### src/common/dcps_pkg.sv
package dcps_pkg;

    // decoded command seen at a clock edge
    typedef enum logic [3:0] {
        DCPS_CMD_DESEL,
        DCPS_CMD_NOP,
        DCPS_CMD_MRS,
        DCPS_CMD_REF,
        DCPS_CMD_PRE,
        DCPS_CMD_ACT,
        DCPS_CMD_WR,
        DCPS_CMD_RD,
        DCPS_CMD_ZQ
    } dcps_cmd_t;

    // power state reported to the core
    typedef enum logic [2:0] {
        DCPS_PS_IDLE,
        DCPS_PS_ACTIVE,
        DCPS_PS_PRE_PD,
        DCPS_PS_ACT_PD,
        DCPS_PS_SELF_REF
    } dcps_ps_t;

    localparam int DCPS_NBANK = 8;
    localparam logic [DCPS_NBANK-1:0] DCPS_BANKS_CLOSED = 8'h00;
    localparam logic [2:0] DCPS_PS_W = 3'h0;

endpackage

### src/design/dcps_cke_power_state.sv
// How it works
// - cke is registered every edge; decisions use previous cke, current cke, command.
// - decisions use the state held just before the edge.
// - only nop or deselect on power-down entry and exit edges; else illegal.
// - power-down entry goes precharge if all banks closed, otherwise active.
// - with cke low in power-down or self refresh, command pins are ignored.
// - no internal refresh while powered down.
// - self refresh entered by refresh on cke fall from idle or active; flagged illegal unless idle.
// - termination off during self refresh; odt pin ignored by power states.
// - idle means banks closed, no burst, cke high, all timings met.
// - idle or active with cke held low is flagged illegal; other unlisted combinations are not.
// - self-refresh exit seen from cke level, not from a cke rise.
// - deselect is treated exactly like nop.
`timescale 1ns/1ns
module dcps_cke_power_state (
    input wire logic sys_clk,
    input wire logic sys_rst,
    input wire logic reset_n,
    input wire logic cke,
    input wire logic cs_n,
    input wire logic ras_n,
    input wire logic cas_n,
    input wire logic we_n,
    input wire logic [2:0] bank_addr,
    input wire logic odt,
    input wire logic burst_busy,
    input wire logic timing_busy,
    output logic [2:0] power_state,
    output logic array_refresh_en,
    output logic odt_active,
    output logic illegal_cmd,
    output logic idle
);

    ////////////////////////////////////////////////////////////////////////
    // pin synchronisers
    logic cke_s1;
    logic cke_s2;
    logic cke_prev;
    logic rst_n_s1;
    logic rst_n_s2;
    logic [3:0] cmd_s1;
    logic [3:0] cmd_s2;
    logic [2:0] ba_s1;
    logic [2:0] ba_s2;
    logic odt_s1;
    logic odt_s2;

    always_ff @(posedge sys_clk) begin
        cke_s1 <= cke;
        cke_s2 <= cke_s1;
        rst_n_s1 <= reset_n;
        rst_n_s2 <= rst_n_s1;
        cmd_s1 <= {cs_n, ras_n, cas_n, we_n};
        cmd_s2 <= cmd_s1;
        ba_s1 <= bank_addr;
        ba_s2 <= ba_s1;
        odt_s1 <= odt;
        odt_s2 <= odt_s1;
    end

    ////////////////////////////////////////////////////////////////////////
    // command decode
    function automatic dcps_pkg::dcps_cmd_t dcps_decode(input logic [3:0] pins);
        dcps_pkg::dcps_cmd_t c;
        c = dcps_pkg::DCPS_CMD_DESEL;
        if (!pins[3]) begin
            unique case (pins[2:0])
                3'h7: c = dcps_pkg::DCPS_CMD_NOP;
                3'h0: c = dcps_pkg::DCPS_CMD_MRS;
                3'h1: c = dcps_pkg::DCPS_CMD_REF;
                3'h2: c = dcps_pkg::DCPS_CMD_PRE;
                3'h3: c = dcps_pkg::DCPS_CMD_ACT;
                3'h4: c = dcps_pkg::DCPS_CMD_WR;
                3'h5: c = dcps_pkg::DCPS_CMD_RD;
                3'h6: c = dcps_pkg::DCPS_CMD_ZQ;
            endcase
        end
        return c;
    endfunction

    dcps_pkg::dcps_cmd_t cmd;
    dcps_pkg::dcps_ps_t state;
    dcps_pkg::dcps_ps_t next_state;
    logic [dcps_pkg::DCPS_NBANK-1:0] open_banks;
    logic [dcps_pkg::DCPS_NBANK-1:0] next_open_banks;
    logic next_illegal;
    wire logic quiet_cmd;
    wire logic cke_fall;
    wire logic cke_rise;
    wire logic banks_closed;
    wire logic powered_down;

    assign cmd = dcps_decode(cmd_s2);
    assign quiet_cmd = (cmd == dcps_pkg::DCPS_CMD_NOP) || (cmd == dcps_pkg::DCPS_CMD_DESEL);
    // edge from previous and current cke
    assign cke_fall = cke_prev && !cke_s2;
    assign cke_rise = !cke_prev && cke_s2;
    assign banks_closed = (next_open_banks == dcps_pkg::DCPS_BANKS_CLOSED);
    assign powered_down = (state == dcps_pkg::DCPS_PS_PRE_PD)
        || (state == dcps_pkg::DCPS_PS_ACT_PD);

    ////////////////////////////////////////////////////////////////////////
    // bank tracking for the next edge
    always_comb begin
        next_open_banks = open_banks;
        if (cke_prev && cke_s2) begin
            unique case (cmd)
                dcps_pkg::DCPS_CMD_ACT: next_open_banks[ba_s2] = 1'b1;
                dcps_pkg::DCPS_CMD_PRE: next_open_banks = dcps_pkg::DCPS_BANKS_CLOSED;
                default: next_open_banks = open_banks;
            endcase
        end
    end

    ////////////////////////////////////////////////////////////////////////
    // power state decision
    always_comb begin
        next_state = state;
        next_illegal = 1'b0;
        // case on state held before edge
        unique case (state)
            dcps_pkg::DCPS_PS_PRE_PD, dcps_pkg::DCPS_PS_ACT_PD: begin
                if (cke_rise) begin
                    next_illegal = !quiet_cmd;
                    next_state = (open_banks == dcps_pkg::DCPS_BANKS_CLOSED)
                        ? dcps_pkg::DCPS_PS_IDLE : dcps_pkg::DCPS_PS_ACTIVE;
                end
            end
            dcps_pkg::DCPS_PS_SELF_REF: begin
                if (cke_s2) begin
                    next_state = dcps_pkg::DCPS_PS_IDLE;
                end
            end
            default: begin
                if (cke_fall) begin
                    if (cmd == dcps_pkg::DCPS_CMD_REF) begin
                        next_illegal = (state != dcps_pkg::DCPS_PS_IDLE) || !idle;
                        next_state = dcps_pkg::DCPS_PS_SELF_REF;
                    end else begin
                        next_illegal = !quiet_cmd;
                        next_state = banks_closed ? dcps_pkg::DCPS_PS_PRE_PD
                            : dcps_pkg::DCPS_PS_ACT_PD;
                    end
                end else if (cke_s2) begin
                    next_state = banks_closed ? dcps_pkg::DCPS_PS_IDLE
                        : dcps_pkg::DCPS_PS_ACTIVE;
                end else begin
                    next_illegal = 1'b1;
                end
            end
        endcase
    end

    ////////////////////////////////////////////////////////////////////////
    // state registers and outputs
    always_ff @(posedge sys_clk) begin
        if (sys_rst || !rst_n_s2) begin
            cke_prev <= 1'b0;
            state <= dcps_pkg::DCPS_PS_IDLE;
            open_banks <= dcps_pkg::DCPS_BANKS_CLOSED;
            power_state <= dcps_pkg::DCPS_PS_W;
            array_refresh_en <= 1'b0;
            odt_active <= 1'b0;
            illegal_cmd <= 1'b0;
            idle <= 1'b0;
        end else begin
            cke_prev <= cke_s2;
            state <= next_state;
            open_banks <= (next_state == dcps_pkg::DCPS_PS_SELF_REF)
                ? dcps_pkg::DCPS_BANKS_CLOSED : next_open_banks;
            power_state <= next_state;
            array_refresh_en <= (next_state == dcps_pkg::DCPS_PS_SELF_REF);
            odt_active <= odt_s2 && (next_state != dcps_pkg::DCPS_PS_SELF_REF);
            illegal_cmd <= next_illegal;
            idle <= (next_state == dcps_pkg::DCPS_PS_IDLE) && banks_closed
                && !burst_busy && !timing_busy && cke_s2;
        end
    end

endmodule // dcps_cke_power_state

### config.mk
export PLATFORM = sky130hd
export DESIGN_NAME = dcps_cke_power_state
export DESIGN_NICKNAME = d
export VERILOG_FILES = /design/src/common/dcps_pkg.sv /design/src/design/dcps_cke_power_state.sv
export SDC_FILE = /design/constraint.sdc
export NUM_CORES = 1
export LEC_CHECK = 0
export ABC_AREA = 1
export BUFFER_PORTS_ARGS = -buffer_cell sky130_fd_sc_hd__buf_2
export CORE_MARGIN = 3
export CORE_UTILIZATION = 49
export DETAILED_ROUTE_END_ITERATION = 8
export PLACE_DENSITY = 0.77
export SLEW_MARGIN = 15
export SYNTH_ARGS = -nofsm -noshare
export SYNTH_HDL_FRONTEND = slang
export SYNTH_SLANG_ARGS = --single-unit
### constraint.sdc
create_clock -name sys_clk -period 2.25 [get_ports sys_clk]
set_input_delay 0.3375 -clock sys_clk [delete_from_list [all_inputs] [get_ports sys_clk]]
set_output_delay 0.3375 -clock sys_clk [all_outputs]
set_load 0.02 [all_outputs]
**After elaboration in Yosys (flattened, before gate mapping)**

Memory sizes are Yosys's and may differ from the RTL's. A register that Yosys moved wholly into a read port is not among the register bits.
Index checks and enable logic that the tools add are counted.

- Order comparisons: 2
- Eq/ne operators: 9
- Muxes and demuxes: 19
- Bitwise operators: 1
- Reductions and logical operators: 26

Operator list:

| cell | count |
|---|---|
| zero test 8 bit | 2 |
| case mux 8 bit (2 select lines) | 1 |
| two-way mux 3 bit | 5 |
| logical AND 1 bit | 9 |
| == test 4 x 3 -> 1 bit, second input constant | 2 |
| two-way mux 1 bit | 8 |
| two-way mux 8 bit | 1 |
| bitwise OR 8 bit | 1 |
| zero test 1 bit | 7 |
| == test 3 x 2 -> 1 bit, second input constant | 2 |
| == test 3 bit, second input constant | 2 |
| case mux 3 bit (2 select lines) | 1 |
| == test 4 x 1 -> 1 bit, second input constant | 1 |
| == test 4 x 2 -> 1 bit, second input constant | 1 |
| zero test 4 bit | 1 |
| less-than comparator 3 x 4 -> 1 bit, second input constant | 1 |
| two-way mux 4 bit | 1 |
| OR reduction 2 bit | 2 |
| demux 1 bit (select 3 bit) | 1 |
| >= comparator 3 x 1 -> 1 bit, second input constant | 1 |
| zero test 3 bit | 1 |
| logical OR 1 bit | 3 |
| inequality test 3 bit, second input constant | 1 |
| nonzero test 3 bit | 1 |
| case mux 1 bit (2 select lines) | 1 |

- Bits in registers: 36
- Bits in read-only memories: 32
- Input port bits: 14
- Output and inout port bits: 7
- Word-level logic and storage cells: 75
- Memories: 1

Memories:

| memory | depth | bits a word | rd ports | clocked after Yosys merged registers in | write ports | line | source |
|---|---|---|---|---|---|---|---|
| (no name shown) | 8 | 4 | 1 | 1 | 0 | dcps_cke_power_state.sv:68 | `unique case (pins[2:0])` |

**Logic depth before layout (Yosys ltp)**

- Depth in word-level cells: 17
- Mapped depth: 15
- Depth with buffers taken out: 15

**Worst setup path before layout**

No wires, ideal clock.

- Path kind: reg-to-reg
- From: reg cmd_s2[3]
- To: reg open_banks[0] (netlist bit)
- Library setup time: 0.115 ns
- Arrival time: 1.539 ns
- Required time: 2.135 ns
- Setup slack: 0.596 ns
- Cell stages (with the launch flop): 15
- Buffers on the path: 0
- Clock period less this slack: 1.654 ns
- Path through: dfxtp_1 inv_2 nand2_4 nor2_8 o211ai_4 nand2_1 nand2_1 nor2_2 nand2_1 nand2_1 nand2_2 nand2_2 nand4_2 nand2_4 nor2_1

- Cells in the longest elaborated chain, start to end: 11

RTL lines:

| element | line | source |
|---|---|---|
| start, declared | dcps_cke_power_state.sv:43 | `logic [3:0] cmd_s2;` |
| start signal, assigned | dcps_cke_power_state.sv:55 | `cmd_s2 <= cmd_s1;` |
| two-way mux 4 bit (*) | dcps_cke_power_state.sv:67 | `if (!pins[3]) begin` |
| == test 4 x 3 -> 1 bit | dcps_cke_power_state.sv:108 | `unique case (cmd)` |
| case mux 8 bit (2 select lines) | dcps_cke_power_state.sv:108 |  |
| two-way mux 8 bit | dcps_cke_power_state.sv:107 | `if (cke_prev && cke_s2) begin` |
| zero test 8 bit | dcps_cke_power_state.sv:99 | `assign banks_closed = (next_open_banks == dcps_pkg::DCPS_BANKS_CLOSED);` |
| two-way mux 1 bit | dcps_cke_power_state.sv:142, dcps_cke_power_state.sv:146 |  |
| two-way mux 3 bit, on equally long branches | dcps_cke_power_state.sv:145, dcps_cke_power_state.sv:137 |  |
| two-way mux 3 bit | dcps_cke_power_state.sv:136 | `if (cke_fall) begin` |
| case mux 3 bit (2 select lines) | dcps_cke_power_state.sv:122 | `unique case (state)` |
| == test 3 bit | dcps_cke_power_state.sv:170 | `open_banks <= (next_state == dcps_pkg::DCPS_PS_SELF_REF)` |
| OR reduction 2 bit (no source line) | n/a |  |
| end signal, assigned | dcps_cke_power_state.sv:161 | `open_banks <= dcps_pkg::DCPS_BANKS_CLOSED;` |
| end signal, assigned | dcps_cke_power_state.sv:170 |  |
| end, declared | dcps_cke_power_state.sv:85 | `logic [dcps_pkg::DCPS_NBANK-1:0] open_banks;` |

Mark *: on every way between the ends. The rest lies on a longest branch, timed or not.
A chain may end at the register's enable or synchronous reset.

**Worst setup path after layout**

Ends and elaborated chain as after synthesis.

==> reports/qor.log <==
qor: outcome.run_status complete, no violations
qor: setup_path.startpoint_type register
qor: pwr.p_seq_share 63.4%
qor: pwr.clock_power_share 29.3%
qor: clock_tree.max-clock-path-buffers 2
qor: drt.firstDrtPassIters 4
qor: floorplanning.coreArea 2613 um2
qor: pwr.share_comb_of_total_power 7.2%
qor: setup_path.worst_path_dominant_cell_family simple AND/OR/NAND/NOR gates
qor: setup_path.cpPeakStageDelay 0.40 ns
qor: synthesis.synth-xor-area-share 0%
qor: clock_tree.cts_tree done
qor: drt.length_of_routed_wiring_on_met1 989 um
qor: grt.grt_pass1_wl 4167 um
qor: setup_path.worst-path-buf-inv 1
qor: synthesis.synth_compound_area_share 7.381%
qor: drt.route.detailed.vias_per_inst 4.921
qor: setup_path.worst_path_most_repeated_cell nand2_1
qor: synthesis.number_of_enable_type_register_cells_in_the_synthesized_netlist 0
qor: setup_path.critical-path-slowest-cell dfxtp_1
qor: clock_tree.cts_sinks 37
qor: synthesis.synth.area.mux_share 0%
qor: synthesis.postSynth.asyncResetShare 0%
qor: synthesis.synthDistinctLibCells 30
qor: layout.num-nets-final 215
qor: synthesis.synth_fp_nets 188
qor: pwr.power_switching_share 24.43%
qor: drt.finalWirelength 2348 um
qor: drt.topRoutingLayerUsed met4
qor: drt.drc 0
qor: clock_tree.total_of_hold_buffers_inserted_after_clock_tree_synthesis 0
qor: synthesis.synthSimpleGateAreaFrac 29.70%
qor: setup_path.timing.critical_path.to_type register
qor: floorplanning.die-height 59.91 um
qor: synthesis.ys.warnings.count 0
qor: timing.period_share 83.24%
qor: grt.grt_max_degree 13
qor: timing.period_needed 1.873 ns
qor: clock_tree.clkLatencyLatePin 0.33 ns
qor: drt.drt-wirelength-per-cell 10.25 um
qor: synthesis.synth_top_family_by_area simple AND/OR/NAND/NOR gates
qor: layout.finalCoreUtilization 61.88%
qor: floorplanning.dieWidth 59.91 um
qor: grt.grt_antenna_before_repair 0
qor: clock_tree.clk_transition_reported_paths 0.11 ns
qor: synthesis.post-synth-top-area-fraction 52.02%
qor: grt.grt_pass1_vias 1088
qor: setup_path.critical_path.cell_chain inv_2 -> nand2_4 -> nor2_8 -> o211ai_4 -> nand2_1 -> nand2_1 -> nor2_2 -> nand2_1 -> nand2_1 -> nand2_2 -> nand2_2 -> nand4_2 -> nand2_4 -> nor2_1
qor: pwr.internal-power 827.1 uW
qor: synthesis.avgSynthCellArea 8.327 um2
qor: grt.tot_gr_track_use 15.78%
qor: floorplanning.floorplan.initialDensity 54.50%
qor: floorplanning.boundaryPins 21
qor: layout.insertedDiodeCount 0
qor: layout.layout-drive-gt1-share 25.63%
qor: timing.timing_hold_violations_final 0
qor: clock_tree.clock-root-buffer clkbuf_4
qor: grt.grt.overflow.total 0
qor: hold_path.worst_hold_path_type primary input to register
qor: pwr.power.net_switching 267.3 uW
qor: drt.ant_nets 0
qor: clock_tree.post_cts_resize_count 0
qor: drt.via_count 1127
qor: clock_tree.cts_made_buffers 5
qor: pwr.p_leak 0.0007884 uW
qor: synthesis.synth_fa_ha_area_share 2.636%
qor: synthesis.seq_area_frac_synth 52.02%
qor: placed_design.io_buffer_count 20
qor: synthesis.synth.cells.most_frequent dfxtp_1 (37), nand2_1 (34), nor2_1 (27)
qor: timing.finalSetupViolCount 0
qor: synthesis.ys_top_cells_by_area dfxtp_1 (52%), nand2_1 (9.0%), nor2_1 (7.1%)
qor: floorplanning.std_cell_rows 18
qor: placed_design.gp_routability_congestion 0.8725
qor: synthesis.synthCells 171
qor: placed_design.detailedPlacementHpwl 1959 um
qor: synthesis.mappedNetlistArea 1424 um2
qor: timing.max_freq 0.5340 GHz
qor: setup_path.cp_max_fo 9
qor: synthesis.ys_dominant_reg_cell dfxtp_1
qor: floorplanning.die_area 3589 um2
qor: clock_tree.postCtsSetupRepairBufs 0
qor: setup_path.worst-setup-path-type register to register
qor: job.cap_violations 0
qor: layout.flow.area_growth_from_synthesis 13.53%
qor: drt.wl_met3 118 um
qor: timing.timing.setup.tns 0 ns
qor: drt.met2WireLength 1203 um
qor: synthesis.synth_area_leader_cell dfxtp_1
qor: timing.timing.clock.skew 0.01348 ns
qor: synthesis.ys_seq_elements 37
qor: layout.design_area 1617 um2
qor: timing.timing.final.max_slew_violations 0
qor: timing.grt_setup_unrepaired false
qor: clock_tree.cts-htree-levels 2
qor: timing.relSlewSlack 79.35%
qor: placed_design.dpl_cell_area 1562 um2
qor: synthesis.yosysMostFrequentCell dfxtp_1
qor: setup_path.worst-endpoint-required 2.49 ns
qor: pwr.powerDensity 677.0 nW/um2
qor: pwr.ir_worst_vdd 0.4882 mV
qor: timing.max_slew.worst_pin.slew 0.3086 ns
qor: drt.violation_count_after_the_first_detailed_route_iteration 82
qor: setup_path.critical_path_arrival 2.11 ns
-- registers in the layout, summed over array words and instances, names as in the netlist, 2 cells and up, named ones only --
register and cells:
state 3, open_banks 8, ba_s2 3, cmd_s1 4, cmd_s2 2, ba_s1 3
-- cells in the final DEF, fill, tap and decap left out, types with 3 or more instances in the layout --
| cell | instances |
|---|---|
| nor2_1 | 27 |
| inv_2 | 5 |
| clkbuf_4 | 5 |
| nand2_1 | 34 |
| inv_1 | 23 |
| buf_2 | 20 |
| nand4_1 | 3 |
| nor2_2 | 6 |
| ha_1 | 3 |
| dfxtp_1 | 37 |
| nand3_1 | 6 |
| nor3_1 | 3 |
-- worst paths after layout --
kind / from / end / slack (ns) / cells after the start
hold / removal: bank_addr[2] / ba_s1[2] / 0.1 / 1
setup reg to reg: cmd_s2[3] / open_banks[0] / 0.38 / 14
hold reg to reg: odt_s1 / odt_s2 / 0.33 / 0
setup / recovery: cmd_s2[3] / open_banks[0] / 0.38 / 14
-- per-stage QoR --
step | hold WS [ns] | power (uW) | cells | setup slack, ns
after floorplan | 0.3096 | 763.1 | 171 | 0.5962
after CTS | 0.07774 | 1111 | 229 | 0.3510
after global routing | 0.07093 | 1147 | 229 | 0.1776
after global placement | 0.3097 | 785.3 | 221 | 0.4420
final | 0.09657 | 1094 | 229 | 0.3772
after detailed placement | 0.3143 | 789.5 | 221 | 0.3516
-- cells by family (layout without fill, tap and decap cells) --
kind of cell,count (synthesis),count (layout)
buffers and inverters,30,58
adder cells (fa/ha/maj),3,3
AND/OR/NAND/NOR,88,88
flip-flops,37,37
AO/OA/AOI/OAI,13,13
-- power groups by stage --
stage	Sequential [uW]	Combinational, uW	Clock (uW)
floorplan	710	53.1	0
global placement	709	76.6	0
detailed placement	710	79.7	0
CTS	695	79.9	336
global route	698	89.3	360
finish	694	79.3	321
-- layout make-up --
| type | count | area, um2 |
|---|---|---|
| multi-input cells | 104 | 565.5 |
| clock buffers | 5 | 37.54 |
| inverters | 30 | 117.6 |
| flip-flops and latches | 37 | 740.7 |
| fillers | 221 | 996.0 |
| well taps | 30 | 37.54 |
| repair buffers | 20 | 100.1 |
| clock inverters | 3 | 17.52 |
-- metal layers --
| metal | vias to the layer above | global-route usage (%) |
|---|---|---|
| met5 | - | 0 |
| met4 | 0 | 8.228 |
| met3 | 5 | 4.968 |
| met2 | 29 | 28.09 |
| met1 | 511 | 16.33 |
| li1 | 582 | - |
No activity file was read; power rests on OpenSTA's default activity.
